$ cat src/inc/crt_consts.vh
// shared constants of the coprocessor register transfer sequencer
`ifndef CRT_CONSTS_VH
`define CRT_CONSTS_VH

// ==========================================================
// instruction classes
`define CRT_CLS_MCR 4'h0
`define CRT_CLS_MRC 4'h1
`define CRT_CLS_CDP 4'h2
`define CRT_CLS_LDST 4'h3
`define CRT_CLS_MUL 4'h4
`define CRT_CLS_LDR 4'h5
`define CRT_CLS_STR 4'h6
`define CRT_CLS_BRANCH 4'h7
`define CRT_CLS_TRAP 4'h8
`define CRT_CLS_UNDEF 4'h9

// ==========================================================
// address offsets from the instruction and vector addresses, and the reset address
`define CRT_OFS_XFER 32'h0000000c
`define CRT_OFS_VEC_STEP 32'h00000004
`define CRT_RESET_ADDR 32'h00000000

// ==========================================================
// bus field values
`define CRT_SIZE_WORD 2'h2
`define CRT_MODE_UNDEF 5'h04
`define CRT_STEP_2L 2'h2
`define CRT_STEP_3L 2'h3

// ==========================================================
// cycle budget figures
`define CRT_CNT_ZERO 8'h00
`define CRT_CNT_ONE 8'h01
`define CRT_CNT_TWO 8'h02
`define CRT_CNT_MAX 8'hff

`endif

$ cat src/verilog/crt_xfer_seq.v
// core-side sequencer for coprocessor register transfers and the undefined trap
`include "crt_consts.vh"

// ==========================================================
// Contract
// - while busy is high repeat busy cycles at pc+8; transfer follows last one
// - coprocessor-to-core move writes one word to the register in cycle three
// - that third cycle may merge with the next prefetch as a nonsequential cycle
// - ready move fetches pc+8 in cycle one, pc+12 with coprocessor data in two
// - core-to-coprocessor move omits the write cycle: two or b+2 cycles
// - core-to-coprocessor transfer cycle writes source word at pc+12, nonsequential
// - coprocessor classes are not offered in the compressed 16-bit state; the undefined class still is
// - an instruction nobody executes, or undefined encoding, takes the undefined trap
// - trap cycles one and two hold pc+2L; memory requested only in cycle two
// - trap cycles three and four fetch vector and vector+4 in undefined mode
// - failed condition costs one sequential fetch of pc+2L, next address pc+3L
// - execution overlaps fetch and decode of the following instructions
// - core-to-coprocessor costs N+bI+C, coprocessor-to-core costs S+(b+1)I+C
// - data op costs S+bI; n-word coprocessor load or store (n-1)S+2N+bI
// - multiply term m from sign-extension of multiplier bytes; multiply S+mI
// - word load S+N+I plus S+N for pc; store 2N; branch and trap 2S+N
module crt_xfer_seq (
    input wire ref_clk_in, // core clock
    input wire rst_in, // async reset, active high
    input wire start_in, // instruction presented for execution
    input wire [3:0] class_in, // instruction class
    input wire cond_pass_in, // condition code met
    input wire [31:0] pc_in, // address of the instruction
    input wire [31:0] src_word_in, // source register for core-to-coprocessor
    input wire [31:0] cop_word_in, // data bus word read back
    input wire cop_absent_in, // coprocessor absent line
    input wire cop_busy_in, // coprocessor busy line
    input wire short_instr_state_in, // compressed 16-bit state
    input wire [1:0] access_size_in, // current access size
    input wire nonuser_in, // current privilege
    input wire [4:0] mode_in, // current mode
    input wire [31:0] trap_vector_addr_in, // undefined trap vector
    input wire merge_en_in, // merge write cycle with next prefetch
    input wire [7:0] cost_b_in, // busy cycles for classes not sequenced here
    input wire [4:0] n_words_in, // words moved by load or store classes
    input wire [31:0] mult_in, // multiplier operand
    input wire pc_loaded_in, // load writes the program counter
    output wire ready_out, // a new instruction can be taken this cycle
    output wire done_out, // last cycle of the current instruction
    output reg [31:0] addr_out, // memory address
    output reg [1:0] access_size_out, // access size
    output reg write_not_read_out, // write cycle
    output reg [31:0] wdata_out, // write data
    output reg data_oe_low_out, // low while the core drives the data bus
    output reg mem_request_low_out, // memory request, low active
    output wire burst_follow_flag_out, // sequential cycle follows
    output reg instr_fetch_low_out, // opcode fetch, low active
    output reg cop_instr_low_out, // coprocessor instruction, low active
    output reg nonuser_access_out, // privileged access
    output reg [4:0] mode_out, // processor mode
    output reg short_instr_state_out, // compressed state indicator
    output reg reg_we_out, // register write strobe
    output reg [31:0] reg_wdata_out, // register write word
    output reg trap_taken_out, // undefined trap entered
    output reg [31:0] resume_addr_out, // next fetch address after the instruction
    output reg cost_valid_out, // budget fields valid, one cycle
    output reg [7:0] cost_n_out, // nonsequential cycles
    output reg [7:0] cost_s_out, // sequential cycles
    output reg [7:0] cost_i_out, // internal cycles
    output reg [7:0] cost_c_out // coprocessor cycles
);

// ==========================================================
// states
localparam ST_IDLE = 4'h0;
localparam ST_DEC = 4'h1;
localparam ST_BUSY = 4'h2;
localparam ST_XFER = 4'h3;
localparam ST_WRB = 4'h4;
localparam ST_UND2 = 4'h5;
localparam ST_UND3 = 4'h6;
localparam ST_UND4 = 4'h7;
localparam ST_SKIP = 4'h8;
localparam ST_FIN = 4'h9;

// ==========================================================
// decoders
function [31:0] pc_step;
    input sh;
    input [1:0] k;
    begin
        pc_step = sh ? {29'h0, k, 1'h0} : {28'h0, k, 2'h0};
    end
endfunction

function is_cop;
    input [3:0] cls;
    begin
        is_cop = (cls == `CRT_CLS_MCR) || (cls == `CRT_CLS_MRC);
    end
endfunction

// ==========================================================
// captured instruction context
reg [3:0] state, next_state, class_q;
reg [31:0] pc_q, vec_q, src_q, mult_q;
reg short_q, nonuser_q, merge_q, cond_fail_q, und_q, trapped_q, seq_q, pcld_q;
reg [1:0] size_q;
reg [4:0] mode_q, n_words_q;
reg [7:0] cost_b_q;

wire last = (state == ST_XFER && class_q == `CRT_CLS_MCR) || state == ST_WRB ||
    state == ST_UND4 || state == ST_SKIP || state == ST_FIN;
assign ready_out = (state == ST_IDLE) || last;
assign done_out = last;
wire take = start_in && ready_out;

wire [31:0] n_pc = take ? pc_in : pc_q;
wire [3:0] n_class = take ? class_in : class_q;
wire n_short = take ? short_instr_state_in : short_q;
wire [1:0] n_size = take ? access_size_in : size_q;
wire n_nonuser = take ? nonuser_in : nonuser_q;
wire [4:0] n_mode = take ? mode_in : mode_q;
wire [31:0] n_vec = take ? trap_vector_addr_in : vec_q;
wire [31:0] n_src = take ? src_word_in : src_q;
wire n_merge = take ? merge_en_in : merge_q;
// coprocessor encodings in the compressed state are never offered
wire start_und = class_in == `CRT_CLS_UNDEF ||
    (is_cop(class_in) && short_instr_state_in);
wire n_und = take ? start_und : und_q;
wire start_seq = is_cop(class_in) || class_in == `CRT_CLS_UNDEF;
wire [3:0] start_tgt = !cond_pass_in ? ST_SKIP : (start_seq ? ST_DEC : ST_FIN);

// ==========================================================
// next state
always @* begin
    next_state = state;
    if (ready_out) begin
        next_state = take ? start_tgt : ST_IDLE;
    end else begin
        case (state)
            ST_DEC, ST_BUSY: begin
                if (und_q || cop_absent_in) begin
                    next_state = ST_UND2;
                end else if (cop_busy_in) begin
                    next_state = ST_BUSY;
                end else begin
                    next_state = ST_XFER;
                end
            end
            ST_XFER: next_state = ST_WRB;
            ST_UND2: next_state = ST_UND3;
            ST_UND3: next_state = ST_UND4;
            default: next_state = ST_IDLE;
        endcase
    end
end

// ==========================================================
// bus values for the coming cycle
reg [31:0] next_addr, next_wdata;
reg [1:0] next_size;
reg [4:0] next_mode;
reg next_wnr, next_oe_low, next_mreq_low, next_seq, next_opc_low, next_cpi_low;
reg next_nonuser, next_short;

always @* begin
    next_addr = addr_out;
    next_size = n_size;
    next_wnr = 1'h0;
    next_wdata = wdata_out;
    next_oe_low = 1'h1;
    next_mreq_low = 1'h1;
    next_seq = 1'h0;
    next_opc_low = 1'h1;
    next_cpi_low = 1'h1;
    next_nonuser = n_nonuser;
    next_mode = n_mode;
    next_short = n_short;
    case (next_state)
        ST_DEC, ST_BUSY: begin
            next_addr = n_pc + pc_step(n_short, `CRT_STEP_2L);
            next_opc_low = next_state != ST_DEC;
            next_cpi_low = next_state == ST_DEC && n_short && is_cop(n_class);
        end
        ST_XFER: begin
            next_addr = n_pc + `CRT_OFS_XFER;
            if (n_class == `CRT_CLS_MCR) begin
                next_wnr = 1'h1;
                next_wdata = n_src;
                next_oe_low = 1'h0;
                next_mreq_low = 1'h0;
            end
        end
        ST_WRB: begin
            next_addr = n_pc + `CRT_OFS_XFER;
            next_mreq_low = 1'h0;
            next_seq = !n_merge;
        end
        ST_UND2, ST_SKIP: begin
            next_addr = n_pc + pc_step(n_short, `CRT_STEP_2L);
            next_mreq_low = 1'h0;
            next_seq = next_state == ST_SKIP;
            next_opc_low = 1'h0;
        end
        ST_UND3, ST_UND4: begin
            next_addr = (next_state == ST_UND3) ? n_vec : n_vec + `CRT_OFS_VEC_STEP;
            next_size = `CRT_SIZE_WORD;
            next_mreq_low = 1'h0;
            next_seq = 1'h1;
            next_opc_low = 1'h0;
            next_nonuser = 1'h1;
            next_mode = `CRT_MODE_UNDEF;
            next_short = 1'h0;
        end
        default: next_addr = addr_out;
    endcase
end

// the final busy cycle announces the transfer as soon as busy drops
wire handshake_cycle = (state == ST_DEC && !und_q) || state == ST_BUSY;
assign burst_follow_flag_out = handshake_cycle ? (!cop_busy_in && !cop_absent_in) : seq_q;

// ==========================================================
// busy-wait count and budget
wire [7:0] busy_cycles, cost_n, cost_s, cost_i, cost_c;
wire busy_step = handshake_cycle && cop_busy_in && !cop_absent_in;
wire [3:0] cost_class = trapped_q ? `CRT_CLS_TRAP : class_q;
wire [7:0] cost_b = is_cop(class_q) ? busy_cycles : cost_b_q;

crt_bwait u_bwait (
    .ref_clk_in(ref_clk_in), .rst_in(rst_in), .clear_in(take), .step_in(busy_step),
    .busy_cycles_out(busy_cycles)
);

crt_cost u_cost (
    .class_in(cost_class), .cond_fail_in(cond_fail_q), .busy_cycles_in(cost_b),
    .n_words_in(n_words_q), .mult_in(mult_q), .pc_loaded_in(pcld_q),
    .n_cnt_out(cost_n), .s_cnt_out(cost_s), .i_cnt_out(cost_i), .c_cnt_out(cost_c)
);

// ==========================================================
// registers
always @(posedge ref_clk_in or posedge rst_in) begin
    if (rst_in) begin
        state <= ST_IDLE;
        pc_q <= `CRT_RESET_ADDR;
        class_q <= `CRT_CLS_CDP;
        short_q <= 1'h0;
        size_q <= `CRT_SIZE_WORD;
        nonuser_q <= 1'h0;
        mode_q <= 5'h00;
        vec_q <= `CRT_RESET_ADDR;
        src_q <= 32'h0;
        merge_q <= 1'h0;
        cond_fail_q <= 1'h0;
        und_q <= 1'h0;
        trapped_q <= 1'h0;
        seq_q <= 1'h0;
        cost_b_q <= `CRT_CNT_ZERO;
        n_words_q <= 5'h00;
        mult_q <= 32'h0;
        pcld_q <= 1'h0;
        addr_out <= `CRT_RESET_ADDR;
        access_size_out <= `CRT_SIZE_WORD;
        write_not_read_out <= 1'h0;
        wdata_out <= 32'h0;
        data_oe_low_out <= 1'h1;
        mem_request_low_out <= 1'h1;
        instr_fetch_low_out <= 1'h1;
        cop_instr_low_out <= 1'h1;
        nonuser_access_out <= 1'h0;
        mode_out <= 5'h00;
        short_instr_state_out <= 1'h0;
        reg_we_out <= 1'h0;
        reg_wdata_out <= 32'h0;
        trap_taken_out <= 1'h0;
        resume_addr_out <= `CRT_RESET_ADDR;
        cost_valid_out <= 1'h0;
        cost_n_out <= `CRT_CNT_ZERO;
        cost_s_out <= `CRT_CNT_ZERO;
        cost_i_out <= `CRT_CNT_ZERO;
        cost_c_out <= `CRT_CNT_ZERO;
    end else begin
        state <= next_state;
        pc_q <= n_pc;
        class_q <= n_class;
        short_q <= n_short;
        size_q <= n_size;
        nonuser_q <= n_nonuser;
        mode_q <= n_mode;
        vec_q <= n_vec;
        src_q <= n_src;
        merge_q <= n_merge;
        und_q <= n_und;
        if (take) begin
            cond_fail_q <= !cond_pass_in;
            trapped_q <= 1'h0;
            cost_b_q <= cost_b_in;
            n_words_q <= n_words_in;
            mult_q <= mult_in;
            pcld_q <= pc_loaded_in;
        end else if (next_state == ST_UND2) begin
            trapped_q <= 1'h1;
        end
        addr_out <= next_addr;
        access_size_out <= next_size;
        write_not_read_out <= next_wnr;
        wdata_out <= next_wdata;
        data_oe_low_out <= next_oe_low;
        mem_request_low_out <= next_mreq_low;
        seq_q <= next_seq;
        instr_fetch_low_out <= next_opc_low;
        cop_instr_low_out <= next_cpi_low;
        nonuser_access_out <= next_nonuser;
        mode_out <= next_mode;
        short_instr_state_out <= next_short;
        // the coprocessor word is on the bus during the transfer cycle
        if (state == ST_XFER && class_q == `CRT_CLS_MRC) begin
            reg_wdata_out <= cop_word_in;
        end
        reg_we_out <= next_state == ST_WRB;
        trap_taken_out <= next_state == ST_UND3;
        cost_valid_out <= last;
        if (last) begin
            resume_addr_out <= (state == ST_SKIP) ? pc_q + pc_step(short_q, `CRT_STEP_3L) :
                (state == ST_UND4) ? addr_out + `CRT_OFS_VEC_STEP :
                pc_q + `CRT_OFS_XFER;
            cost_n_out <= cost_n;
            cost_s_out <= cost_s;
            cost_i_out <= cost_i;
            cost_c_out <= cost_c;
        end
    end
end

endmodule // crt_xfer_seq

$ cat src/verilog/crt_bwait.v
// busy-wait cycle counter of the coprocessor handshake
`include "crt_consts.vh"

module crt_bwait (
    input wire ref_clk_in, // core clock
    input wire rst_in, // async reset, active high
    input wire clear_in, // restart count for a new instruction
    input wire step_in, // one cycle with the coprocessor busy
    output reg [7:0] busy_cycles_out // busy cycles seen so far
);

// ==========================================================
// saturating counter
always @(posedge ref_clk_in or posedge rst_in) begin
    if (rst_in) begin
        busy_cycles_out <= `CRT_CNT_ZERO;
    end else if (clear_in) begin
        busy_cycles_out <= `CRT_CNT_ZERO;
    end else if (step_in && busy_cycles_out != `CRT_CNT_MAX) begin
        busy_cycles_out <= busy_cycles_out + `CRT_CNT_ONE;
    end
end

endmodule // crt_bwait

$ cat src/verilog/crt_cost.v
// incremental cycle budget of one instruction class
`include "crt_consts.vh"

module crt_cost (
    input wire [3:0] class_in, // instruction class
    input wire cond_fail_in, // condition code not met
    input wire [7:0] busy_cycles_in, // b, busy-wait cycles
    input wire [4:0] n_words_in, // n, words moved
    input wire [31:0] mult_in, // multiplier operand
    input wire pc_loaded_in, // load writes the program counter
    output reg [7:0] n_cnt_out, // nonsequential cycles
    output reg [7:0] s_cnt_out, // sequential cycles
    output reg [7:0] i_cnt_out, // internal cycles
    output reg [7:0] c_cnt_out // coprocessor cycles
);

// ==========================================================
// multiplier early-termination term
function [2:0] mult_term;
    input [31:0] v;
    integer k;
    begin
        mult_term = 3'h4;
        for (k = 3; k > 0; k = k - 1) begin
            if ((v >> (8 * k)) == 32'h0 || (v >> (8 * k)) == (32'hffffffff >> (8 * k))) begin
                mult_term = k[2:0];
            end
        end
    end
endfunction

wire [7:0] words = {3'h0, n_words_in};
wire [7:0] m_term = {5'h0, mult_term(mult_in)};

// ==========================================================
// budget per class
always @* begin
    n_cnt_out = `CRT_CNT_ZERO;
    s_cnt_out = `CRT_CNT_ZERO;
    i_cnt_out = `CRT_CNT_ZERO;
    c_cnt_out = `CRT_CNT_ZERO;
    if (cond_fail_in) begin
        s_cnt_out = `CRT_CNT_ONE;
    end else begin
        case (class_in)
            `CRT_CLS_MCR: begin
                n_cnt_out = `CRT_CNT_ONE;
                i_cnt_out = busy_cycles_in;
                c_cnt_out = `CRT_CNT_ONE;
            end
            `CRT_CLS_MRC: begin
                s_cnt_out = `CRT_CNT_ONE;
                i_cnt_out = busy_cycles_in + `CRT_CNT_ONE;
                c_cnt_out = `CRT_CNT_ONE;
            end
            `CRT_CLS_CDP: begin
                s_cnt_out = `CRT_CNT_ONE;
                i_cnt_out = busy_cycles_in;
            end
            `CRT_CLS_LDST: begin
                s_cnt_out = (words == `CRT_CNT_ZERO) ? `CRT_CNT_ZERO : words - `CRT_CNT_ONE;
                n_cnt_out = `CRT_CNT_TWO;
                i_cnt_out = busy_cycles_in;
            end
            `CRT_CLS_MUL: begin
                s_cnt_out = `CRT_CNT_ONE;
                i_cnt_out = m_term;
            end
            `CRT_CLS_LDR: begin
                s_cnt_out = pc_loaded_in ? `CRT_CNT_TWO : `CRT_CNT_ONE;
                n_cnt_out = pc_loaded_in ? `CRT_CNT_TWO : `CRT_CNT_ONE;
                i_cnt_out = `CRT_CNT_ONE;
            end
            `CRT_CLS_STR: begin
                n_cnt_out = `CRT_CNT_TWO;
            end
            `CRT_CLS_BRANCH, `CRT_CLS_TRAP, `CRT_CLS_UNDEF: begin
                s_cnt_out = `CRT_CNT_TWO;
                n_cnt_out = `CRT_CNT_ONE;
            end
            default: begin
                n_cnt_out = `CRT_CNT_ZERO;
            end
        endcase
    end
end

endmodule // crt_cost

$ cat config.mk
export PLATFORM = sky130hd
export DESIGN_NAME = crt_xfer_seq
export DESIGN_NICKNAME = d
export VERILOG_FILES = /design/src/verilog/crt_xfer_seq.v /design/src/verilog/crt_bwait.v /design/src/verilog/crt_cost.v
export VERILOG_INCLUDE_DIRS = /design/src /design/src/inc
export SDC_FILE = /design/constraint.sdc
export NUM_CORES = 1
export LEC_CHECK = 0
export ABC_AREA = 1
export BUFFER_PORTS_ARGS = -buffer_cell sky130_fd_sc_hd__clkbuf_2
export CORE_UTILIZATION = 50
export CTS_CLUSTER_SIZE = 30
export DETAILED_ROUTE_END_ITERATION = 8
export GPL_ROUTABILITY_DRIVEN = 0
export PLACE_DENSITY = 0.78
export SYNTH_ARGS = -nofsm -noshare
export SYNTH_HDL_FRONTEND = slang
export SYNTH_HIERARCHICAL = 1
export SYNTH_SLANG_ARGS = --single-unit
export TNS_END_PERCENT = 30
$ cat constraint.sdc
create_clock -name ref_clk_in -period 11.6 [get_ports ref_clk_in]
set_input_delay 1.74 -clock ref_clk_in [delete_from_list [all_inputs] [get_ports ref_clk_in]]
set_output_delay 1.74 -clock ref_clk_in [all_outputs]
set_load 0.02 [all_outputs]
==> results.yml, run 1 <==
outcome:
  outcome: "complete, no violations"
setup_path:
  setup.worst_path.end: "addr_out[23]"
  rrSetupSlack_ns: 6.07
  worst_setup_path_end_kind: "flop"
  cp.buffers_inverters: 4
  worst_setup_path_start_kind: "input pin"
  timing.critical_path.fanout_max: 116
  critPathRequiredTime_ns: 12.10
  r2r_start: "class_q[1]"
  critPathKind: "input pin to flop"
  cp.depth: 23
  crit_start: "start_in"
  critical_path.slowest_cell: "clkinv_2"
  path_common_cell: "nand2_1"
  cp.arrival_ns: 6.24
  worstPathCellList: "clkbuf_2, nand2_8, clkinv_2, o21ai_0, nand2_1, inv_1, nand3_1, nand2_1, nor2_2, inv_1, nand2_1, ha_1, a21o_1, nand3_1, nor2_1, nand2_1, nor2_2, nand2_1, nand2_1, nand3_1, nand2_1, nand2_1, nand2_1"
  crit_family: "simple AND/OR/NAND/NOR gates"
  cpPeakStageDelay_ns: 0.72
  rr_endpoint: "addr_out[23]"
  ff2ff_path_depth: 27
floorplanning:
  coreArea_um2: 37000
  dieHeight_um: 197
  rows: 70
  die_area_um2: 38700
  start_util: 0.513
  io_pins: 374
  fp.dieW_um: 197
clock_network:
  cts_tree: "built"
  path_clk_slew_ns: 0.06
  insertion_delay_ns: 0.56
  htree_levels: 2
  cts_made_buffers: 38
  numClockSinks: 341
  root_buffer: "clkbuf_16"
  clockBufferDepth: 3
  cts_resized: 0
  cts_setup_buffers: 0
  holdBufCountCts: 0
timing:
  setup_viol: 0
  fin_crit_ns: 5.74
  fin_worst_skew_ns: 0.00701
  setup_tns_ns: 0
  final-hold-violation-count: 0
  fmax_mhz: 174
  drv_slew: 0
  worst-slew-pin-transition_ns: 1.02
  post-route-period-util: 0.495
  rsz0062_at_grt: "false"
  slew_headroom: 0.321
drt:
  wl_um: 57900
  drcViolationCount: 0
  ant_nets: 0
  vias: 18600
  via_per_inst: 5.42
  dr.pass1.iters: 8
  drt-wirelength-per-cell_um: 16.9
  drtIter0Drc: 1902
cells_and_area:
  nNetsFinal: 3103
  post-route-cell-area_um2: 22300
  drive_above_1_share: 0.202
  stdcell_count: 3432
  syn2layout_area_growth_pct: 17.8
  layout_commonest_cell: "nand2_1"
  layout_common_cells: "nand2_1, clkbuf_2, dfrtp_1"
pwr:
  clkPwrFrac: 0.181
  power_w: 0.00681
  power_frac_seq: 0.317
  power_leakage_nw: 11.4
  power_density_nw_per_um2: 305
  combPwrFrac: 0.502
  swShare: 0.486
  internal_power_w: 0.00350
  switchingPower_w: 0.00331
  peakVddDrop_mv: 0.176
grt:
  grt_overflow: 0
  grt_max_degree: 135
  grtUsageTotal: 0.299
  grt_pass1_vias: 17700
  antenna_found_initial: 2
  met1_usage: 0.406
  grt_pass1_wl_um: 92200
  met3_usage: 0.0717
  top_usage_layer: "met2"
  gr-usage-met2: 0.460
synthesis:
  synthCells: 2572
  synth.avg_cell_area_um2: 7.37
  netlist_area_um2: 19000
  yosysWarnings: 6
placed_design:
  place_area_um2: 21000
  dp_hpwl_um: 42900
  portBuffers: 365
  dp_cells: 3360
run:
  maxCapViolations: 0
worst_hold_path:
  holdCritPathClass: "flop to flop"
[sequential cells by signal (all words and copies together), names as in the netlist, 5 cells and up]
| signal | flops |
|---|---|
| vec_q | 32 |
| mult_q | 24 |
| pc_q | 32 |
| wdata_out | 32 |
| n_words_q | 5 |
| reg_wdata_out | 32 |
| cost_s_out | 8 |
| u_bwait/busy_cycles_out | 8 |
| src_q | 32 |
| addr_out | 32 |
| cost_i_out | 8 |
| cost_n_out | 8 |
| cost_c_out | 8 |
| resume_addr_out | 32 |
| cost_b_q | 8 |
| mode_q | 5 |
| mode_out | 5 |
[worst min path at each step]
stage | depth (start not counted) | from | end | slack, ns
finish | 2 | cost_c_out[7] | cost_c_out[7] | 0.47
global route | 2 | cost_i_out[4] | cost_i_out[4] | 0.49
CTS | 2 | cost_i_out[2] | cost_i_out[2] | 0.47
detailed placement | 2 | cost_i_out[2] | cost_i_out[2] | 0.46
global placement | 2 | cost_n_out[2] | cost_n_out[2] | 0.45
floorplan | 2 | cost_b_q[0] | cost_b_q[0] | 0.44
[stage by stage]
stage               setup slack (ns)  utilization  hold WS [ns]
floorplan                      0.647            -         0.443
finish                          5.86        0.604         0.469
detailed placement              5.41        0.569         0.459
global route                    5.40        0.604         0.492
CTS                             5.95        0.604         0.474
global placement                5.52        0.569         0.454
[area by class of cell]
class	count	area [um^2]
well taps	504	631
flip-flops and latches	341	8540
multi-input cells	1866	8930
fillers	3348	14600
clock buffers	59	1150
inverters	273	1040
repair buffers	376	1910
clock inverters	11	134
diodes	2	5.00
[worst reg2reg max path: cells and delay by family, from the launching register on]
kind | cells | cell delay [ns]
buf+inv | 4 | 1.09
compound gates | 2 | 0.48
flops | 1 | 0.51
simple gates | 20 | 3.07
fa+ha+maj | 1 | 0.31
[routing by layer]
layer | routed length, um | part of all wire | vias to the layer above
li1 | - | - | 8800
met1 | 23800 | 0.41 | 8641
met2 | 25600 | 0.44 | 985
met3 | 6140 | 0.11 | 173
met4 | 2400 | 0.041 | 0
met5 | 0 | 0 | -
[power by group through the flow]
stage | Combinational (W) | Clock, W | Sequential, W
floorplan | 0.00218 | 0 | 0.00233
global placement | 0.00327 | 0 | 0.00213
detailed placement | 0.00337 | 0 | 0.00216
CTS | 0.00339 | 0.00125 | 0.00214
global route | 0.00382 | 0.00130 | 0.00221
finish | 0.00342 | 0.00123 | 0.00216
(Power assumes the default switching activity.)
==> run 2: changes to the inputs <==
PLACE_DENSITY = 0.75   (was 0.78)
clock period = 5.86 ns   (was 11.6 ns; I/O delays follow)
==> results.yml, run 2 (same netlist as run 1, synthesis figures left out) <==
pwr:
  power_density_nw_per_um2: 600
  power_leakage_nw: 11.4
  peakVddDrop_mv: 0.301
  power_w: 0.0134
outcome:
  outcome: "complete, no violations"
setup_path:
  critPathRequiredTime_ns: 6.35
  worst_setup_path_end_kind: "flop"
  worst_setup_path_start_kind: "flop"
  timing.critical_path.fanout_max: 94
  critPathKind: "flop to flop"
  cp.arrival_ns: 4.76
cells_and_area:
  syn2layout_area_growth_pct: 18.0
  layout_common_cells: "nand2_1, clkbuf_2, dfrtp_1"
  drive_above_1_share: 0.203
  fillerInstances: 3369
  layout_commonest_cell: "nand2_1"
  nNetsFinal: 3108
drt:
  wl_met2_um: 25000
  vias: 18400
  drcViolationCount: 0
  wl_met3_um: 5990
  drtIter0Drc: 1935
  via_per_inst: 5.35
  dr.pass1.iters: 6
  met1Wirelength_um: 24000
  drt-wirelength-per-cell_um: 16.7
  ant_nets: 0
  dr.max_layer_used: "met5"
  wl_um: 57300
clock_network:
  clockBufferDepth: 3
  numClockSinks: 341
  htree_levels: 2
  holdBufCountCts: 0
  root_buffer: "clkbuf_16"
  path_clk_slew_ns: 0.06
  cts_setup_buffers: 0
  insertion_delay_ns: 0.56
  cts_resized: 0
  cts_tree: "built"
  cts_made_buffers: 37
floorplanning:
  die_area_um2: 38700
  io_pins: 374
  rows: 70
  dieHeight_um: 197
  coreArea_um2: 37000
  fp.dieW_um: 197
  start_util: 0.513
timing:
  rsz0062_at_grt: "false"
  fin_crit_ns: 4.27
  post-route-period-util: 0.729
  drv_slew: 0
  final-hold-violation-count: 0
  fin_worst_skew_ns: 0.0149
  fmax_mhz: 234
  setup_tns_ns: 0
  worst-slew-pin-transition_ns: 0.936
  slew_headroom: 0.376
  setup_viol: 0
run:
  maxCapViolations: 0
grt:
  grtUsageTotal: 0.297
  grt_pass1_vias: 17500
  antenna_found_initial: 4
  grt_pass1_wl_um: 90500
  grt_max_degree: 135
  grt_overflow: 0
worst_hold_path:
  holdCritPathClass: "input pin to asynchronous set/reset pin"
placed_design:
  portBuffers: 365
  dp_hpwl_um: 42600
[run 2: metrics by stage]
stage | cell area, um^2 | setup slack [ns] | util | hold slack [ns] | cells
detailed placement | 21100 | 1.66 | 0.571 | 0.458 | 3366
finish | 22400 | 1.59 | 0.605 | 0.301 | 3434
global placement | 21100 | 1.78 | 0.571 | 0.453 | 3366
global route | 22400 | 1.05 | 0.605 | 0.305 | 3434
floorplan | 19000 | 0.538 | - | 0.443 | 2584
CTS | 22400 | 1.61 | 0.605 | 0.281 | 3432
[run 2: final cells by class]
cell class / count / area, um^2 / share of cell area
antenna: 2 / 5.00 / 0.000224
clock buffer: 51 / 1050 / 0.0469
clock inverter: 15 / 185 / 0.00828
inverter: 273 / 1040 / 0.0463
multi-input combinational: 1866 / 8930 / 0.400
sequential: 341 / 8540 / 0.382
tap: 504 / 631 / 0.0282
timing repair buffer: 382 / 1980 / 0.0885
[run 2: final timing paths]
kind | from | to | slack (ns) | cells after the start
min in group ref_clk_in | cost_n_out[2] | cost_n_out[2] | 0.47 | 2
worst min-delay path | rst_in | u_bwait/busy_cycles_out[0] | 0.30 | 2
max in group asynchronous | rst_in | reg_wdata_out[21] | 4.01 | 4
worst max-delay path | class_q[1] | addr_out[28] | 1.59 | 22
worst max register to register | class_q[1] | addr_out[28] | 1.59 | 22
worst min register to register | cost_n_out[2] | cost_n_out[2] | 0.47 | 2
[run 2: routing by layer]
metal / vias to the layer above / track usage
met1: 8448 / 0.405
met2: 917 / 0.451
met5: - / 0
met3: 158 / 0.0650
met4: 4 / 0.136
li1: 8841 / -
[run 2: power breakdown]
part / total, W / internal [W] / leakage (nW) / switching [W]
registers: 0.00429 / 0.00344 / 4.17 / 0.000849
logic: 0.00675 / 0.00207 / 6.65 / 0.00468
clock network: 0.00238 / 0.00140 / 0.605 / 0.000979
total: 0.0134 / 0.00691 / 11.4 / 0.00651
[run 2: worst max-delay path, cell delays in order, from the launching register on]
cell,delay (ns)
dfstp_2,0.51
inv_1,0.07
nand2_1,0.07
nor2_1,0.04
nand2_1,0.15
nand4_4,0.44
nand2_8,0.29
buf_4,0.74
nand2_1,0.12
nand2_1,0.20
ha_1,0.18
nand2_1,0.07
inv_1,0.07
nand3_1,0.14
nor2_2,0.22
nand3_2,0.17
nor2_2,0.22
nand2_1,0.08
nand2_1,0.07
nand3_1,0.09
nand2_1,0.09
nand2_1,0.05
nand2_1,0.07
==> run 3: changes to the inputs <==
ABC_AREA = 0   (was 1)
PLACE_DENSITY = 0.78   (was 0.75)
clock period = 3.92 ns   (was 5.86 ns; I/O delays follow)
==> results.yml, run 3 <==
placed_design:
  dp_hpwl_um: 41200
  dp_cells: 2808
  portBuffers: 365
floorplanning:
  coreArea_um2: 36500
  io_pins: 374
  rows: 70
  start_util: 0.506
  fp.dieW_um: 194
  die_area_um2: 37700
  dieHeight_um: 194
synthesis:
  synthCells: 2029
  synth.avg_cell_area_um2: 9.10
  netlist_area_um2: 18500
  yosysWarnings: 6
clock_network:
  insertion_delay_ns: 0.56
  numClockSinks: 341
  cts_tree: "built"
  root_buffer: "clkbuf_16"
  clockBufferDepth: 3
  htree_levels: 2
  cts_setup_buffers: 0
  cts_made_buffers: 39
  path_clk_slew_ns: 0.06
timing:
  final-hold-violation-count: 0
  fin_crit_ns: 3.73
  fmax_mhz: 268
  fin_worst_skew_ns: 0.0219
  whs_ns: 0.222
  post-route-period-util: 0.952
  setup_viol: 0
  rsz0062_at_grt: "true"
  drv_slew: 0
  worst-slew-pin-transition_ns: 0.906
  slew_headroom: 0.396
cells_and_area:
  drive_above_1_share: 0.263
  layout_commonest_cell: "nand2_1"
  stdcell_count: 2880
  nNetsFinal: 2589
  syn2layout_area_growth_pct: 20.4
  layout_common_cells: "nand2_1, clkbuf_2, dfrtp_1"
drt:
  vias: 16900
  ant_nets: 0
  dr.pass1.iters: 5
  drcViolationCount: 0
  wl_um: 56300
  via_per_inst: 5.87
  drtIter0Drc: 1580
  drt-wirelength-per-cell_um: 19.5
grt:
  grtUsageTotal: 0.300
  grt_pass1_vias: 16800
  grt_overflow: 0
  antenna_found_initial: 1
  grt_pass1_wl_um: 89700
  grt_max_degree: 139
pwr:
  power_density_nw_per_um2: 862
  power_leakage_nw: 10.7
  peakVddDrop_mv: 0.461
setup_path:
  timing.critical_path.fanout_max: 11
  worst_setup_path_start_kind: "flop"
  critPathKind: "flop to flop"
  worst_setup_path_end_kind: "flop"
  cp.arrival_ns: 4.18
  critPathRequiredTime_ns: 4.37
run:
  maxCapViolations: 0
worst_hold_path:
  holdCritPathClass: "input pin to flop"
outcome:
  outcome: "complete, no violations"
-- run 3: layer usage --
metal / GRT usage / vias up / part of all wire
li1: - / 7783 / -
met1: 0.387 / 8060 / 0.41
met2: 0.483 / 904 / 0.46
met5: 0 / - / 0
met4: 0.146 / 0 / 0.042
met3: 0.0623 / 152 / 0.092
-- run 3: timing repair --
item,4_1_cts,5_1_grt
setup endpoints to repair,0,33
gates resized for setup,0,17
hold buffers,1,0
endpoints found under the hold margin,9,0
-- run 3: final cells by class --
class	count	area [um^2]
Clock buffer	60	1150
Multi-Input combinational cell	1531	9280
Tap cell	468	586
Antenna cell	1	2.50
Fill cell	3104	14300
Clock inverter	10	121
Timing Repair Buffer	436	2440
Sequential cell	341	8540
Inverter	33	130
-- run 3: worst paths after layout --
kind,startpoint,to,slack (ns),cells past startpoint
worst max-delay path,class_q[0],addr_out[25],0.19,19
worst min-delay path,cost_b_in[2],cost_b_q[2],0.22,3
worst max register to register,class_q[0],addr_out[25],0.19,19
worst min register to register,src_q[22],src_q[22],0.46,2
max in group asynchronous,rst_in,src_q[23],2.47,4
min in group asynchronous,rst_in,cond_fail_q,0.53,3
-- run 3: report_power, final --
group,internal [W],switching [W],total [W]
Clock,0.00215,0.00146,0.00361
Sequential,0.00514,0.00147,0.00661
Combinational,0.00334,0.00562,0.00896
-- run 3: critical path, cell delays in order, from the launching register on --
cell,delay [ns]
dfrtp_1,0.41
nor4_4,0.33
buf_4,0.19
and3_2,0.22
nor2_4,0.05
inv_4,0.05
buf_4,0.23
nor2_1,0.06
a21oi_1,0.16
buf_4,0.14
nand2_1,0.05
ha_1,0.22
a21oi_2,0.26
nor4_1,0.08
buf_4,0.14
o2111ai_1,0.11
o41a_1,0.36
o21a_1,0.17
o21ai_1,0.07
a311oi_1,0.32
-- run 3: through the flow --
step / cell area [um^2] / util / setup slack (ns) / power (W) / TNS, ns
after floorplan: 18500 / - / -1.11 / 0.0122 / -363.18
after global placement: 20900 / 0.572 / 0.00388 / 0.0151 / 0
after detailed placement: 20900 / 0.572 / -0.0408 / 0.0154 / -0.101
after CTS: 22200 / 0.607 / 0.0162 / 0.0191 / 0
after global routing: 22200 / 0.609 / -0.0837 / 0.0204 / -0.120
final: 22200 / 0.609 / 0.189 / 0.0192 / 0
